## src/rtl/isohp_pkg.sv

```systemverilog
// Constants and types for the isochronous stream header path
// Behaviour
// - Remove the source-packet time stamp from received satellite packets when enabled and all three header strips are on.
// - Separate strips for iso header, first and second CIP quadlets.
// - 130-byte satellite format drops its 10-byte transport header automatically.
// - Filter packets on source ID, length or header zero, with mask bits.
// - Buffer fed here is read by the data port or host access port.
// - DV transmit inserts an 80-byte header block once every 25 packets.
// - Header block starts with two programmable words reset zero, rest 0xff.
// - Sequence number advances every 25 packets and goes in the header.
// - Sequence wraps to zero after 9 for NTSC, 11 for PAL.
// - A stopped source does not clear the sequence counter.
// - Inserted packet: iso header, two CIP, 80-byte block, 400 data bytes.
// - Received DV: iso header tag 01, two CIP quadlets, 480 data bytes.
// - Header insert mode adds iso, CIP and format headers on transmit.
package isohp_pkg;
   // ==========================================================
   // Formats and filter modes
   localparam logic [1:0]  FMT_DV      = 2'h0;
   localparam logic [1:0]  FMT_SAT140  = 2'h1;
   localparam logic [1:0]  FMT_SAT130  = 2'h2;
   localparam logic [1:0]  FLT_OFF     = 2'h0;
   localparam logic [1:0]  FLT_SID     = 2'h1;
   localparam logic [1:0]  FLT_LEN     = 2'h2;
   localparam logic [1:0]  FLT_HDR0    = 2'h3;
   localparam logic [31:0] SID_FIELD   = 32'h3f000000;
   localparam logic [31:0] LEN_FIELD   = 32'hffff0000;
   localparam logic [31:0] HDR0_FIELD  = 32'hffffffff;
   localparam int          TAG_LSB     = 14;
   localparam logic [1:0]  TAG_DV      = 2'h1;
   // ==========================================================
   // Receive quadlet positions
   localparam logic [2:0]  IDX_ISO     = 3'h0;
   localparam logic [2:0]  IDX_CIP0    = 3'h1;
   localparam logic [2:0]  IDX_CIP1    = 3'h2;
   localparam logic [2:0]  IDX_TS      = 3'h3;
   localparam logic [2:0]  IDX_SATH_A  = 3'h4;
   localparam logic [2:0]  IDX_SATH_B  = 3'h5;
   localparam logic [2:0]  IDX_SPLIT   = 3'h6;
   localparam logic [2:0]  IDX_SHIFT   = 3'h7;
   // ==========================================================
   // Transmit framing
   localparam int          DIF_BYTES   = 80;
   localparam int          PAY_BYTES   = 480;
   localparam int          PAYDIF_BYTES = 400;
   localparam logic [6:0]  HDR_QUADS   = 7'h03;
   localparam logic [6:0]  DIF_QUADS   = 7'(DIF_BYTES / 4);
   localparam logic [6:0]  PAY_FULL    = 7'(PAY_BYTES / 4);
   localparam logic [6:0]  PAY_DIF     = 7'(PAYDIF_BYTES / 4);
   localparam logic [6:0]  PASS_LEN    = 7'(PAY_BYTES / 4 + 3);
   localparam logic [4:0]  PKTS_PER_SEQ = 5'h19;
   localparam logic [3:0]  SEQ_MAX_NTSC = 4'h9;
   localparam logic [3:0]  SEQ_MAX_PAL  = 4'hb;
   localparam int          SEQ_LSB     = 20;
   localparam logic [31:0] DIF_FILL    = 32'hffffffff;
   localparam logic [31:0] DIF_WORD_RST = 32'h00000000;
   typedef enum logic [1:0] {TX_IDLE, TX_HDR, TX_DIF, TX_PAY} isohp_tx_e;
endpackage

```

## src/rtl/isohp_tx_if.sv

```systemverilog
// Signals between the top and the transmit header inserter
`timescale 1ns/1ps
interface isohp_tx_if;
   logic        insert_mode;
   logic [1:0]  fmt;
   logic        pal;
   logic [31:0] iso_hdr;
   logic [31:0] cip0;
   logic [31:0] cip1;
   logic        word_a_wr;
   logic        word_b_wr;
   logic [31:0] word_data;
   logic        start;
   logic        app_valid;
   logic [31:0] app_data;
   logic        app_ready;
   logic        tx_valid;
   logic [31:0] tx_data;
   logic        tx_sop;
   logic        tx_eop;
   logic [3:0]  seq;
   modport core (input insert_mode, fmt, pal, iso_hdr, cip0, cip1, word_a_wr, word_b_wr,
                 word_data, start, app_valid, app_data,
                 output app_ready, tx_valid, tx_data, tx_sop, tx_eop, seq);
   modport top (output insert_mode, fmt, pal, iso_hdr, cip0, cip1, word_a_wr, word_b_wr,
                word_data, start, app_valid, app_data,
                input app_ready, tx_valid, tx_data, tx_sop, tx_eop, seq);
endinterface

```

## src/rtl/isohp_top.sv

```systemverilog
// Isochronous stream header path: receive stripping and filtering, transmit insertion
`timescale 1ns/1ps
module isohp_top (
   // Clock and reset
   input  wire logic        clk,
   input  wire logic        rst_n,
   // Receive configuration
   input  wire logic        timestamp_strip_enable,
   input  wire logic        iso_header_strip,
   input  wire logic        first_cip_strip,
   input  wire logic        second_cip_strip,
   input  wire logic [1:0]  stream_format_select,
   input  wire logic [1:0]  receive_filter_select,
   input  wire logic [31:0] receive_filter_config_a,
   input  wire logic [31:0] receive_filter_config_b,
   // Receive stream from link
   input  wire logic        rx_valid,
   input  wire logic [31:0] rx_data,
   input  wire logic        rx_sop,
   input  wire logic        rx_eop,
   // Buffer write side
   output logic             buf_wr_valid,
   output logic [31:0]      buf_wr_data,
   output logic             buf_wr_eop,
   output logic             buf_wr_half,
   output logic             rx_pkt_dropped,
   // Transmit configuration
   input  wire logic        header_insert_mode,
   input  wire logic        dv_pal_select,
   input  wire logic [31:0] tx_iso_header,
   input  wire logic [31:0] tx_cip0,
   input  wire logic [31:0] tx_cip1,
   input  wire logic        dif_header_word_a_wr,
   input  wire logic        dif_header_word_b_wr,
   input  wire logic [31:0] dif_header_wdata,
   // Transmit application side
   input  wire logic        tx_start,
   input  wire logic        app_valid,
   input  wire logic [31:0] app_data,
   output logic             app_ready,
   // Transmit link side
   output logic             tx_valid,
   output logic [31:0]      tx_data,
   output logic             tx_sop,
   output logic             tx_eop,
   output logic [3:0]       dif_sequence_id
);
   import isohp_pkg::*;

   // ==========================================================
   // Receive state
   logic [2:0]  in_idx_q, in_idx_d;
   logic [2:0]  cur_idx;
   logic        s_v_q, s_v_d;
   logic [31:0] s_dat_q, s_dat_d;
   logic        s_eop_q, s_eop_d;
   logic [2:0]  s_idx_q, s_idx_d;
   logic        pass_q, pass_d;
   logic [15:0] hold_q, hold_d;
   logic        flush_q, flush_d;
   logic        w_v_q, w_v_d;
   logic [31:0] w_dat_q, w_dat_d;
   logic        w_eop_q, w_eop_d;
   logic        w_half_q, w_half_d;
   logic        drop_q, drop_d;
   logic        proc;
   logic        is_sat;
   logic        is_130;
   logic        ts_ok;
   logic        strip;
   logic        shifted;
   logic        keep;
   logic        filt_ok;
   logic        tag_ok;
   logic [31:0] fq;
   logic [31:0] fmask;

   // ==========================================================
   // Packet position and one-quadlet look-ahead stage
   always_comb
   begin
      cur_idx  = rx_sop ? IDX_ISO : in_idx_q;
      in_idx_d = in_idx_q;
      if (rx_valid)
         in_idx_d = (cur_idx == IDX_SHIFT) ? IDX_SHIFT : cur_idx + 3'h1;
      proc    = s_v_q && (rx_valid || s_eop_q);
      s_v_d   = s_v_q;
      s_dat_d = s_dat_q;
      s_eop_d = s_eop_q;
      s_idx_d = s_idx_q;
      if (rx_valid)
      begin
         s_v_d   = 1'b1;
         s_dat_d = rx_data;
         s_eop_d = rx_eop;
         s_idx_d = cur_idx;
      end
      else if (proc)
         s_v_d = 1'b0;
   end

   // ==========================================================
   // Packet filter, decided on the first quadlet; source ID mode reads the second
   always_comb
   begin
      fq    = s_dat_q;
      fmask = HDR0_FIELD;
      case (receive_filter_select)
         FLT_SID:
         begin
            fq    = rx_data;
            fmask = SID_FIELD;
         end
         FLT_LEN:
            fmask = LEN_FIELD;
         FLT_HDR0:
            fmask = HDR0_FIELD;
         default:
            fmask = 32'h00000000;
      endcase
      filt_ok = (((fq ^ receive_filter_config_a) & fmask & ~receive_filter_config_b) == 32'h00000000);
      tag_ok  = (stream_format_select != FMT_DV) || (s_dat_q[TAG_LSB +: 2] == TAG_DV);
   end

   // ==========================================================
   // Header stripping and realignment
   always_comb
   begin
      is_sat  = (stream_format_select == FMT_SAT140) || (stream_format_select == FMT_SAT130);
      is_130  = (stream_format_select == FMT_SAT130);
      ts_ok   = timestamp_strip_enable && iso_header_strip && first_cip_strip && second_cip_strip;
      case (s_idx_q)
         IDX_ISO:    strip = iso_header_strip;
         IDX_CIP0:   strip = first_cip_strip;
         IDX_CIP1:   strip = second_cip_strip;
         IDX_TS:     strip = is_sat && ts_ok;
         IDX_SATH_A: strip = is_130;
         IDX_SATH_B: strip = is_130;
         default:    strip = 1'b0;
      endcase
      shifted = is_130 && (s_idx_q >= IDX_SPLIT);
      keep    = (s_idx_q == IDX_ISO) ? (filt_ok && tag_ok) : pass_q;
      pass_d  = pass_q;
      drop_d  = 1'b0;
      if (proc && (s_idx_q == IDX_ISO))
      begin
         pass_d = filt_ok && tag_ok;
         drop_d = !(filt_ok && tag_ok);
      end
   end

   // ==========================================================
   // Buffer write stage
   always_comb
   begin
      hold_d   = hold_q;
      flush_d  = 1'b0;
      w_v_d    = 1'b0;
      w_dat_d  = w_dat_q;
      w_eop_d  = 1'b0;
      w_half_d = 1'b0;
      if (flush_q)
      begin
         w_v_d    = 1'b1;
         w_dat_d  = {hold_q, 16'h0000};
         w_eop_d  = 1'b1;
         w_half_d = 1'b1;
      end
      else if (proc && keep && !strip)
      begin
         if (shifted)
         begin
            hold_d  = s_dat_q[15:0];
            flush_d = s_eop_q;
            if (s_idx_q == IDX_SHIFT)
            begin
               w_v_d   = 1'b1;
               w_dat_d = {hold_q, s_dat_q[31:16]};
            end
         end
         else
         begin
            w_v_d   = 1'b1;
            w_dat_d = s_dat_q;
            w_eop_d = s_eop_q;
         end
      end
   end

   // ==========================================================
   // Receive registers
   always_ff @(posedge clk)
   begin
      if (!rst_n)
      begin
         in_idx_q <= IDX_ISO;
         s_v_q    <= 1'b0;
         s_dat_q  <= 32'h00000000;
         s_eop_q  <= 1'b0;
         s_idx_q  <= IDX_ISO;
         pass_q   <= 1'b0;
         hold_q   <= 16'h0000;
         flush_q  <= 1'b0;
         w_v_q    <= 1'b0;
         w_dat_q  <= 32'h00000000;
         w_eop_q  <= 1'b0;
         w_half_q <= 1'b0;
         drop_q   <= 1'b0;
      end
      else
      begin
         in_idx_q <= in_idx_d;
         s_v_q    <= s_v_d;
         s_dat_q  <= s_dat_d;
         s_eop_q  <= s_eop_d;
         s_idx_q  <= s_idx_d;
         pass_q   <= pass_d;
         hold_q   <= hold_d;
         flush_q  <= flush_d;
         w_v_q    <= w_v_d;
         w_dat_q  <= w_dat_d;
         w_eop_q  <= w_eop_d;
         w_half_q <= w_half_d;
         drop_q   <= drop_d;
      end
   end

   assign buf_wr_valid   = w_v_q;
   assign buf_wr_data    = w_dat_q;
   assign buf_wr_eop     = w_eop_q;
   assign buf_wr_half    = w_half_q;
   assign rx_pkt_dropped = drop_q;

   // ==========================================================
   // Transmit path
   isohp_tx_if txi ();

   assign txi.insert_mode = header_insert_mode;
   assign txi.fmt         = stream_format_select;
   assign txi.pal         = dv_pal_select;
   assign txi.iso_hdr     = tx_iso_header;
   assign txi.cip0        = tx_cip0;
   assign txi.cip1        = tx_cip1;
   assign txi.word_a_wr   = dif_header_word_a_wr;
   assign txi.word_b_wr   = dif_header_word_b_wr;
   assign txi.word_data   = dif_header_wdata;
   assign txi.start       = tx_start;
   assign txi.app_valid   = app_valid;
   assign txi.app_data    = app_data;

   isohp_tx_insert u_tx (
      .clk   (clk),
      .rst_n (rst_n),
      .t     (txi.core)
   );

   assign app_ready       = txi.app_ready;
   assign tx_valid        = txi.tx_valid;
   assign tx_data         = txi.tx_data;
   assign tx_sop          = txi.tx_sop;
   assign tx_eop          = txi.tx_eop;
   assign dif_sequence_id = txi.seq;
endmodule

```

## src/rtl/isohp_tx_insert.sv

```systemverilog
// Transmit framing with header block insertion and sequence count
`timescale 1ns/1ps
module isohp_tx_insert (
   // Clock and reset
   input wire logic clk,
   input wire logic rst_n,
   // Transmit group
   isohp_tx_if.core t
);
   import isohp_pkg::*;
   isohp_tx_e   st_q, st_d;
   logic [6:0]  cnt_q, cnt_d;
   logic [4:0]  pkt_q, pkt_d;
   logic [3:0]  seq_q, seq_d;
   logic [31:0] wa_q, wa_d;
   logic [31:0] wb_q, wb_d;
   logic [31:0] dat_q, dat_d;
   logic        v_q, v_d;
   logic        sop_q, sop_d;
   logic        eop_q, eop_d;
   logic        rdy_q, rdy_d;
   logic        dif_pkt;
   logic [6:0]  plen;
   logic [31:0] dw;

   // ==========================================================
   // Next state
   always_comb
   begin
      st_d  = st_q;
      cnt_d = cnt_q;
      pkt_d = pkt_q;
      seq_d = seq_q;
      dat_d = dat_q;
      v_d   = 1'b0;
      sop_d = 1'b0;
      eop_d = 1'b0;
      wa_d  = t.word_a_wr ? t.word_data : wa_q;
      wb_d  = t.word_b_wr ? t.word_data : wb_q;
      dif_pkt = t.insert_mode && (t.fmt == FMT_DV) && (pkt_q == 5'h00);
      plen  = !t.insert_mode ? PASS_LEN : (dif_pkt ? PAY_DIF : PAY_FULL);
      dw    = wa_q;
      dw[SEQ_LSB +: 4] = seq_q;
      case (st_q)
         TX_IDLE:
         begin
            if (t.start)
            begin
               cnt_d = 7'h00;
               st_d  = t.insert_mode ? TX_HDR : TX_PAY;
            end
         end
         TX_HDR:
         begin
            v_d   = 1'b1;
            sop_d = (cnt_q == 7'h00);
            dat_d = (cnt_q == 7'h00) ? t.iso_hdr : ((cnt_q == 7'h01) ? t.cip0 : t.cip1);
            cnt_d = cnt_q + 7'h01;
            if (cnt_q == HDR_QUADS - 7'h01)
            begin
               cnt_d = 7'h00;
               st_d  = dif_pkt ? TX_DIF : TX_PAY;
            end
         end
         TX_DIF:
         begin
            v_d   = 1'b1;
            dat_d = (cnt_q == 7'h00) ? dw : ((cnt_q == 7'h01) ? wb_q : DIF_FILL);
            cnt_d = cnt_q + 7'h01;
            if (cnt_q == DIF_QUADS - 7'h01)
            begin
               cnt_d = 7'h00;
               st_d  = TX_PAY;
            end
         end
         TX_PAY:
         begin
            if (t.app_valid && rdy_q)
            begin
               v_d   = 1'b1;
               dat_d = t.app_data;
               sop_d = !t.insert_mode && (cnt_q == 7'h00);
               cnt_d = cnt_q + 7'h01;
               if (cnt_q == plen - 7'h01)
               begin
                  eop_d = 1'b1;
                  st_d  = TX_IDLE;
                  if (t.insert_mode && (t.fmt == FMT_DV))
                  begin
                     pkt_d = (pkt_q == PKTS_PER_SEQ - 5'h01) ? 5'h00 : pkt_q + 5'h01;
                     if (pkt_q == PKTS_PER_SEQ - 5'h01)
                        seq_d = (seq_q == (t.pal ? SEQ_MAX_PAL : SEQ_MAX_NTSC)) ? 4'h0 : seq_q + 4'h1;
                  end
               end
            end
         end
         default:
            st_d = TX_IDLE;
      endcase
      rdy_d = (st_d == TX_PAY);
   end

   // ==========================================================
   // Registers; only reset clears the sequence state
   always_ff @(posedge clk)
   begin
      if (!rst_n)
      begin
         st_q  <= TX_IDLE;
         cnt_q <= 7'h00;
         pkt_q <= 5'h00;
         seq_q <= 4'h0;
         wa_q  <= DIF_WORD_RST;
         wb_q  <= DIF_WORD_RST;
         dat_q <= 32'h00000000;
         v_q   <= 1'b0;
         sop_q <= 1'b0;
         eop_q <= 1'b0;
         rdy_q <= 1'b0;
      end
      else
      begin
         st_q  <= st_d;
         cnt_q <= cnt_d;
         pkt_q <= pkt_d;
         seq_q <= seq_d;
         wa_q  <= wa_d;
         wb_q  <= wb_d;
         dat_q <= dat_d;
         v_q   <= v_d;
         sop_q <= sop_d;
         eop_q <= eop_d;
         rdy_q <= rdy_d;
      end
   end

   assign t.app_ready = rdy_q;
   assign t.tx_valid  = v_q;
   assign t.tx_data   = dat_q;
   assign t.tx_sop    = sop_q;
   assign t.tx_eop    = eop_q;
   assign t.seq       = seq_q;
endmodule

```

## config.mk

```make
export PLATFORM = sky130hd
export DESIGN_NAME = isohp_top
export DESIGN_NICKNAME = d
export VERILOG_FILES = /design/src/rtl/isohp_pkg.sv /design/src/rtl/isohp_tx_if.sv /design/src/rtl/isohp_top.sv /design/src/rtl/isohp_tx_insert.sv
export SDC_FILE = /design/constraint.sdc
export NUM_CORES = 1
export LEC_CHECK = 0
export BUFFER_PORTS_ARGS = -buffer_cell sky130_fd_sc_hd__buf_2
export CORE_ASPECT_RATIO = 0.5
export CORE_MARGIN = 5
export CORE_UTILIZATION = 55
export DETAILED_ROUTE_END_ITERATION = 16
export PLACE_DENSITY = 0.84
export SYNTH_ARGS = -nofsm -noshare
export SYNTH_HDL_FRONTEND = slang
export SYNTH_SLANG_ARGS = --single-unit
```

## constraint.sdc

```tcl
create_clock -name clk -period 4.4 [get_ports clk]
set_input_delay 0.66 -clock clk [delete_from_list [all_inputs] [get_ports clk]]
set_output_delay 0.66 -clock clk [all_outputs]
set_load 0.05 [all_outputs]
```

# Word level (Yosys, flattened, before mapping)
# Cells that the tools add are included.
[word_totals]
ff_bits = 212
input_bits = 275
output_inout_bits = 76
wordCells = 158
[op_classes]
add_sub_neg = 5
order_cmp = 1
n_eq_ne = 27
n_mux = 49
n_bitwise = 8
n_reduce_logical = 43
[op_table]
columns = ["operator", "n"]
rows = [
  ["$mux 32", 10],
  ["$pmux 32 s3", 2],
  ["$and 32x32->32", 2],
  ["$mux 7", 5],
  ["$logic_not 32->1", 1],
  ["$not 32->32", 1],
  ["$xor 32x32->32", 1],
  ["$pmux 7 s4", 1],
  ["$mux 1", 15],
  ["$logic_and 1x1->1", 14],
  ["$mux 2", 7],
  ["$eq 2x2->1 const B", 6],
  ["$eq 3x3->1 const B", 4],
  ["$mux 5", 2],
  ["$reduce_and 2->1", 5],
  ["$eq 2x1->1 const B", 4],
  ["$pmux 2 s4", 1],
  ["$add 7x1->7 const B", 1],
  ["$eq 7x1->1 const B", 1],
  ["$eq 7x2->1 const B", 1],
  ["$eq 7x5->1 const B", 1],
  ["$eq 7x7->1", 1],
  ["$logic_not 7->1", 1],
  ["$sub 7x1->7 const B", 1],
  ["other kinds (28)", 45],
]

# Longest topological paths before layout
# Gate-level depths: netlist (run 1).
[logic_depth]
word_depth = 12
mapped_depth = 12
depth_no_buf = 10

# Hierarchy
# A second synthesis (run 1) with hierarchy kept.
[unflattened]
hier_cells = 1252
hier_area_um2 = 10986.8
[modules_own_cells]
columns = ["mod", "n_inst", "cells_each", "area_per_inst_um2", "seq_area_each_um2"]
rows = [
  ["isohp_tx_insert", 1, 700, 5943.2, 2282.2],
  ["isohp_top", 1, 552, 5043.6, 1881.8],
]

# Least setup slack after synthesis (run 1)
# No wires, ideal clock.
[synth_timing]
path_type = "input to register"
start = "input receive_filter_select[0]"
end = "register w_dat_q[16], in the netlist buf_wr_data[16]"
setup_ns = 0.116
t_arrival_ns = 2.692
t_required_ns = 4.284
path_slack_ns = 1.592
path_stages = 12
path_buffers = 4
path_cell_list = "nor2b_1 -> buf_6 -> buf_6 -> mux2i_1 -> mux2i_1 -> o2111ai_1 -> o311ai_1 -> o2111a_1 -> buf_6 -> o31ai_4 -> buf_2 -> o211a_1"
[synth_between]
elab_chain_cells = 12
elab_cells_between_ends = 15
classes_between = "eq/ne: 3; mux: 3; bitwise: 3; reduce/logical: 6"
[synth_lines]
columns = ["element", "line_no", "text"]
rows = [
  ["start, declared", "isohp_top.sv:13", "input wire logic [1:0] receive_filter_select,"],
  ["$eq 2x1->1", "isohp_top.sv:108", "case (receive_filter_select)"],
  ["$mux 32", "isohp_top.sv:108", ""],
  ["$xor 32x32->32", "isohp_top.sv:121", "filt_ok = (((fq ^ receive_filter_config_a) & fmask & ~receive_filter_config_b) == 32'h00000000);"],
  ["$and 32x32->32 * (2 in series)", "isohp_top.sv:121", ""],
  ["$logic_not 32->1 *", "isohp_top.sv:121", ""],
  ["$logic_and 1x1->1 *", "isohp_top.sv:142", "keep = (s_idx_q == IDX_ISO) ? (filt_ok && tag_ok) : pass_q;"],
  ["$mux 1 *", "isohp_top.sv:142", ""],
  ["$logic_and 1x1->1 * (2 in series)", "isohp_top.sv:169", "else if (proc && keep && !strip)"],
  ["$reduce_bool 2->1 (no source line) *", "n/a", ""],
  ["$reduce_and 2->1 (no source line) *", "n/a", ""],
  ["end signal, assigned", "isohp_top.sv:221", "w_dat_q <= w_dat_d;"],
  ["end, declared", "isohp_top.sv:62", "logic [31:0] w_dat_q, w_dat_d;"],
]
# Mark *: on every way between the ends. The rest lies on a longest branch, timed or not.
# A chain may end at the register's enable or synchronous reset.

# Worst setup path after layout (run 1)
[layout_timing]
start = "input receive_filter_select[0]"
end = "register w_dat_q[8], in the netlist buf_wr_data[8]"
[layout_between]
elab_chain_cells = 11
elab_cells_between_ends = 14
classes_between = "eq/ne: 3; mux: 3; bitwise: 3; reduce/logical: 5"
[layout_lines]
columns = ["element", "line_no"]
rows = [
  ["$eq 2x1->1", "isohp_top.sv:108"],
  ["$mux 32", "isohp_top.sv:108"],
  ["$xor 32x32->32", "isohp_top.sv:121"],
  ["$and 32x32->32 * (2 in series)", "isohp_top.sv:121"],
  ["$logic_not 32->1 *", "isohp_top.sv:121"],
  ["$logic_and 1x1->1 *", "isohp_top.sv:142"],
  ["$mux 1 *", "isohp_top.sv:142"],
  ["$logic_and 1x1->1 * (2 in series)", "isohp_top.sv:169"],
  ["$reduce_and 2->1 (no source line) *", "n/a"],
]
# Marked as above.

==> impl_metrics.tcl, run 1 <==
set metrics [dict create \
    grt_usage_pct 28.9 \
    hp-class "in2reg" \
    finalNetCount 1806 \
    status "finished, final reports clean" \
    die-area_sq_um 22700 \
    cts_tree "built" \
    clock.fmax_mhz 295 \
    synthFlopType "dfxtp_1" \
    synth_area_per_cell_sq_um 8.70 \
    grt_pass1_wl_mm 54.4 \
    ys_ff_latch 208 \
    regToRegSetupSlack_ns 1.29 \
    vias 10800 \
    leakagePower_nw 6.23 \
    start_util_pct 55.8 \
    dp_hpwl_mm 24.9 \
    clock-root-buffer "clkbuf_16" \
    drt_first_pass_iters 5 \
    drv_slew 0 \
    core_sq_um 19400 \
    cts_buffers 20 \
    start_kind "primary input" \
    preCtsSetupSlack_ns 0.503 \
    critPathMaxStageDelay_ns 0.73 \
    hold_start "dif_header_wdata[20]" \
    r2r_start "s_idx_q[1]$_SDFFE_PN0P_" \
    drtAntennaViolNets 0 \
    peakVddDrop_mv 0.420 \
    finClkSkew_ns 0.0117 \
    drc 0 \
    cts.sinks 208 \
    yosysWarnings 0 \
    maxSlewHeadroom_pct 21.7 \
    synth_cell_types 58 \
    gp_congestion 0.883 \
    clock_latency_ns 0.49 \
    crit_chain "buf_2 -> nor2b_4 -> buf_4 -> mux2i_1 -> mux2i_1 -> o2111ai_1 -> o311ai_1 -> o2111a_1 -> a31oi_4 -> mux2i_1" \
    gr-total-overflow 0 \
    layout_commonest_cell "buf_2" \
    die_y_um 109 \
    crit_fanout 30 \
    port_buffers 350 \
    synth-seq-area-share_pct 38.6 \
    finalSetupViolCount 0 \
    antenna_cells 0 \
    post_dp_cell_area_sq_um 12600 \
    fin_crit_sh_pct 76.9 \
    post-cts-setup-buffers 0 \
    critPathLaunch "receive_filter_select[0]" \
    grt_max_degree 97 \
    design_area_sq_um 13200 \
    crit_required_ns 4.74 \
    end_kind "register" \
    drive_gt1_share_pct 28.0 \
    hold_viol 0 \
    viasPerCell 6.00 \
    io_pins 351 \
    setup_ws_ns 1.01 \
    powerDensity_nw_per_um2 497 \
    htree_levels 1 \
    postSynthCellCount 1241 \
    worstMarginPinSlew_ns 1.17 \
    clk_path_buf_depth 3 \
    grt_pass1_vias 10600 \
    floorplan.rows 36 \
    path_clk_slew_ns 0.07 \
    r2r_cells 6 \
    postSynth.asyncResetShare_pct 0 \
    die_w_um 208 \
    drt_iter0_markers 805 \
    cts-resized-gates 0 \
    holdWs_ns 0.414 \
    rr_endpoint "buf_wr_data[31]$_SDFFE_PN0P_" \
    min_period_ns 3.39 \
    rsz0062_at_grt "false" \
    routed_wirelength_mm 34.9 \
    cpMaxStageDelayCell "o2111a_1" \
    drv_cap 0 \
    arrival_ns 3.73 \
    tns_ns 0 \
    layout_common_cells "buf_2 (350), dfxtp_1 (208), nor2_1 (160)" \
    synth_edf_count 0 \
    wl_per_cell_um 19.5 \
    crit_end "buf_wr_data[8]$_SDFFE_PP0P_" \
    criticalPathCategory "in2reg" \
    crit_path_frequent_cell "mux2i_1" \
    holdBufCountCts 0 \
    area_growth_pct 22.6 \
    netlist_area_sq_um 10800 \
    antenna_found_initial 1 \
    synth.net_count 1531 \
]
==> worst min-delay path by stage <==
stage | depth (start not counted) | endpoint | slack [ns]
after detailed placement | 2 | buf_wr_data[5]$_SDFFE_PP0P_ | 0.45
after global routing | 3 | u_tx.wa_q[4]$_SDFFE_PN0P_ | 0.42
after CTS | 3 | u_tx.wb_q[20]$_SDFFE_PN0P_ | 0.40
after floorplan | 2 | hold_q[0]$_SDFFE_PN0P_ | 0.44
final | 3 | u_tx.wb_q[20]$_SDFFE_PN0P_ | 0.41
after global placement | 2 | buf_wr_data[8]$_SDFFE_PP0P_ | 0.44
==> report_power, final <==
group	leakage, nW	switching [mW]	total (mW)	internal [mW]
logic	4.20	1.79	2.53	0.740
clock network	0.331	0.739	1.78	1.04
registers	1.70	0.145	2.26	2.12
==> worst max-delay path: cells and delay by family <==
| kind | cells | cell delay, ns |
|---|---|---|
| AOI/OAI and AO/OA | 4 | 1.58 |
| and+or+nand+nor | 1 | 0.14 |
| muxes | 3 | 0.75 |
| buffers and inverters | 2 | 0.56 |
==> logic make-up after synthesis <==
family / count (synthesis) / share of synthesized area, %
simple gates: 377 / 15.3
compound gates: 308 / 20.8
flops: 208 / 38.6
mux: 166 / 15.6
buf+inv: 128 / 4.92
xor+xnor: 39 / 3.16
fa+ha+maj: 15 / 1.74
==> flip-flops by register name (all words and copies together), names as in the netlist, 2 cells and up <==
signal / flops
buf_wr_data: 32
hold_q: 16
in_idx_q: 3
s_dat_q: 32
s_idx_q: 3
u_tx.cnt_q: 7
u_tx.pkt_q: 5
u_tx.st_q: 2
u_tx.t.seq: 4
u_tx.t.tx_data: 32
u_tx.wa_q: 28
u_tx.wb_q: 32
==> through the flow <==
step	total power [mW]	instances	utilization (%)
after floorplan	4.11	1241	-
after global placement	4.73	1760	64.9
after detailed placement	4.81	1760	64.9
after CTS	6.58	1795	68.4
after global routing	6.91	1795	68.4
final	6.58	1795	68.4
==> layout make-up <==
cell class / instances / area (sq um)
Clock buffer: 26 / 574
Clock inverter: 9 / 108
Fill cell: 1536 / 6120
Inverter: 18 / 68.8
Multi-Input combinational cell: 905 / 6150
Sequential cell: 208 / 4160
Tap cell: 266 / 333
Timing Repair Buffer: 363 / 1850
==> synth_stat cells, types with 17 or more instances <==
master | instances | area share [%]
mux2_2 | 18 | 1.9
o21a_1 | 17 | 1.2
a31oi_1 | 33 | 1.9
o211a_1 | 17 | 1.6
xor2_1 | 32 | 2.6
o21ai_0 | 59 | 2.7
or4_1 | 18 | 1.3
nand2_1 | 102 | 3.5
mux2i_1 | 148 | 14
clkbuf_1 | 91 | 3.2
dfxtp_1 | 208 | 39
a311oi_1 | 31 | 2.5
o221ai_1 | 32 | 2.6
inv_1 | 18 | 0.63
nor2_1 | 163 | 5.7
nand3_1 | 58 | 2.7
a21oi_1 | 45 | 2.1
==> routing by layer <==
metal | track usage [%] | share of wire, % | up-vias
met5 | 0 | 0.037 | -
met4 | 11.0 | 3.8 | 2
met3 | 5.32 | 6.5 | 94
met2 | 51.1 | 48 | 456
met1 | 35.8 | 42 | 5120
li1 | - | - | 5098
No activity file was read; power rests on OpenSTA's default activity.
==> inputs of run 2 (changes only) <==
ABC_AREA = 1   (was default)
CORE_UTILIZATION = 47   (was 55)
PLACE_DENSITY = 0.75   (was 0.84)
clock period = 2.95 ns   (was 4.4 ns; I/O delays follow)
==> impl_metrics.tcl, run 2 <==
set metrics [dict create \
    hold_viol 0 \
    drc 0 \
    grt_pass1_wl_mm 62.2 \
    yosysWarnings 0 \
    clk_path_buf_depth 3 \
    crit_required_ns 3.35 \
    cts.sinks 208 \
    die_y_um 119 \
    wl_per_cell_um 16.9 \
    rsz0062_at_grt "false" \
    grt_pass1_vias 11700 \
    holdBufCountCts 0 \
    path_clk_slew_ns 0.07 \
    synthTopCellsByCount "nand2_1 (340), nor2_1 (255), dfxtp_1 (208), inv_1 (157), o21ai_0 (153)" \
    start_kind "register" \
    vias 12900 \
    netlist_area_sq_um 11200 \
    cts-resized-gates 0 \
    dp_hpwl_mm 29.4 \
    worstMarginPinSlew_ns 0.784 \
    criticalPathCategory "reg2reg" \
    cts_tree "built" \
    cts_buffers 20 \
    synth_area_per_cell_sq_um 6.56 \
    grt_usage_pct 27.6 \
    postSynth.asyncResetShare_pct 0 \
    drtAntennaViolNets 0 \
    drt_iter0_markers 1355 \
    finalSetupViolCount 0 \
    synth_top_area_share_pct 37.0 \
    synth_cell_types 38 \
    leakagePower_nw 6.91 \
    maxSlewHeadroom_pct 47.6 \
    core_sq_um 23800 \
    dp.cells 2308 \
    fin_crit_sh_pct 84.2 \
    cpMaxStageDelayCell "o221ai_1" \
    synthFlopType "dfxtp_1" \
    yosysMostFrequentCell "nand2_1" \
    synth.net_count 2003 \
    peakVddDrop_mv 0.570 \
    synth_area_leader_cell "dfxtp_1" \
    io_pins 351 \
    end_kind "register" \
    setup_ws_ns 0.467 \
    gr-total-overflow 0 \
    drt_first_pass_iters 6 \
    die_w_um 229 \
    final.fill_count 2325 \
    port_buffers 350 \
    drive_gt1_share_pct 21.6 \
    synth_edf_count 0 \
    layout_commonest_cell "buf_2" \
    drv_cap 0 \
    finalNetCount 2305 \
    synth-seq-area-share_pct 37.0 \
    crit_chain "nor2_1 -> inv_1 -> nor2_1 -> nand3_2 -> inv_1 -> nand2_1 -> o221ai_1 -> nand3_1 -> o211ai_1 -> inv_1" \
    clock.fmax_mhz 403 \
    preCtsSetupSlack_ns 0.151 \
    die-area_sq_um 27300 \
    grt_max_degree 155 \
    start_util_pct 47.3 \
    synthTopCellsByArea "dfxtp_1 (37%), nand2_1 (11%), nor2_1 (8.5%)" \
    design_area_sq_um 14000 \
    antenna_found_initial 6 \
    min_period_ns 2.48 \
    fin_cells 2345 \
    final_util_pct 58.8 \
    layout_common_cells "buf_2 (349), nand2_1 (340), nor2_1 (255)" \
    post-cts-setup-buffers 0 \
    floorplan.rows 40 \
    htree_levels 1 \
    clock-root-buffer "clkbuf_16" \
    ys_ff_latch 208 \
    powerDensity_nw_per_um2 680 \
    drv_slew 0 \
    finClkSkew_ns 0.0157 \
    area_growth_pct 24.4 \
    routed_wirelength_mm 39.7 \
    hp-class "in2reg" \
    viasPerCell 5.48 \
    critPathMaxStageDelay_ns 0.42 \
    tns_ns 0 \
    post_dp_cell_area_sq_um 13300 \
    status "finished, final reports clean" \
    gp_congestion 0.955 \
    postSynthCellCount 1713 \
    arrival_ns 2.88 \
    crit_fanout 10 \
    crit_path_frequent_cell "inv_1" \
    clock_latency_ns 0.51 \
]
run 2: cell count changes in the layout (fill, tap and decap cells not counted), sizes merged, moves of 29 or more:
| cell | delta |
|---|---|
| nand2 | +240 |
| mux2i | -148 |
| inv | +144 |
| o21ai | +94 |
| nor2 | +93 |
| nand3 | +92 |
| a21oi | +74 |
| a311oi | -31 |
| buf | +29 |
run 2: per-layer routing:
metal,track usage [%],vias up,share of wire (%)
met2,46.5,547,47
met1,36.0,5870,41
met4,8.80,8,3.3
met5,0,-,0.13
li1,-,6320,-
met3,5.34,109,7.8
run 2: power by group:
group          internal [mW]  total [mW]  switching [mW]
Clock                   1.62        2.78            1.16
Combinational           1.01        3.43            2.42
Sequential              3.12        3.30           0.180
run 2: cells by family (layout without fill, tap and decap cells):
kind of cell	after synthesis	in the layout	share of synthesized area, %
simple gates	828	828	31.3
compound gates	378	378	19.6
buf+inv	277	592	9.80
flops	208	208	37.0
fa+ha+maj	15	15	1.67
xor+xnor	7	7	0.545
other cells	0	2	0
run 2: area by class of cell:
type,count,area [sq um],area share (%)
antenna,2,5.00,0.0358
clock buffer,24,557,3.98
clock inverter,11,139,0.993
inverter,165,619,4.43
multi-input combinational,1228,5990,42.8
sequential,208,4160,29.8
tap,315,394,2.82
timing repair buffer,392,2120,15.2
run 2: critical path, delay by kind of cell, from the launching register on:
family                 cells  cell delay, ns
AO/OA/AOI/OAI              2            0.55
buffers and inverters      3            0.47
AND/OR/NAND/NOR            5            1.03
flip-flops                 1            0.33
run 2: stage by stage:
| step | power [mW] | hold slack (ns) |
|---|---|---|
| final | 9.51 | 0.172 |
| after global routing | 9.98 | 0.165 |
| after CTS | 9.51 | 0.155 |
| after detailed placement | 6.74 | 0.452 |
| after global placement | 6.72 | 0.445 |
| after floorplan | 5.67 | 0.433 |
run 2: worst paths after layout:
path,slack (ns),cells after the start,start,to
worst max-delay path,0.47,10,u_tx.cnt_q[6]$_SDFFE_PN0P_,u_tx.t.tx_data[11]$_SDFFE_PN0P_
worst min-delay path,0.17,3,dif_header_wdata[18],u_tx.wb_q[18]$_SDFFE_PN0P_
worst max register to register,0.47,10,u_tx.cnt_q[6]$_SDFFE_PN0P_,u_tx.t.tx_data[11]$_SDFFE_PN0P_
worst min register to register,0.46,2,u_tx.wb_q[25]$_SDFFE_PN0P_,u_tx.wb_q[25]$_SDFFE_PN0P_
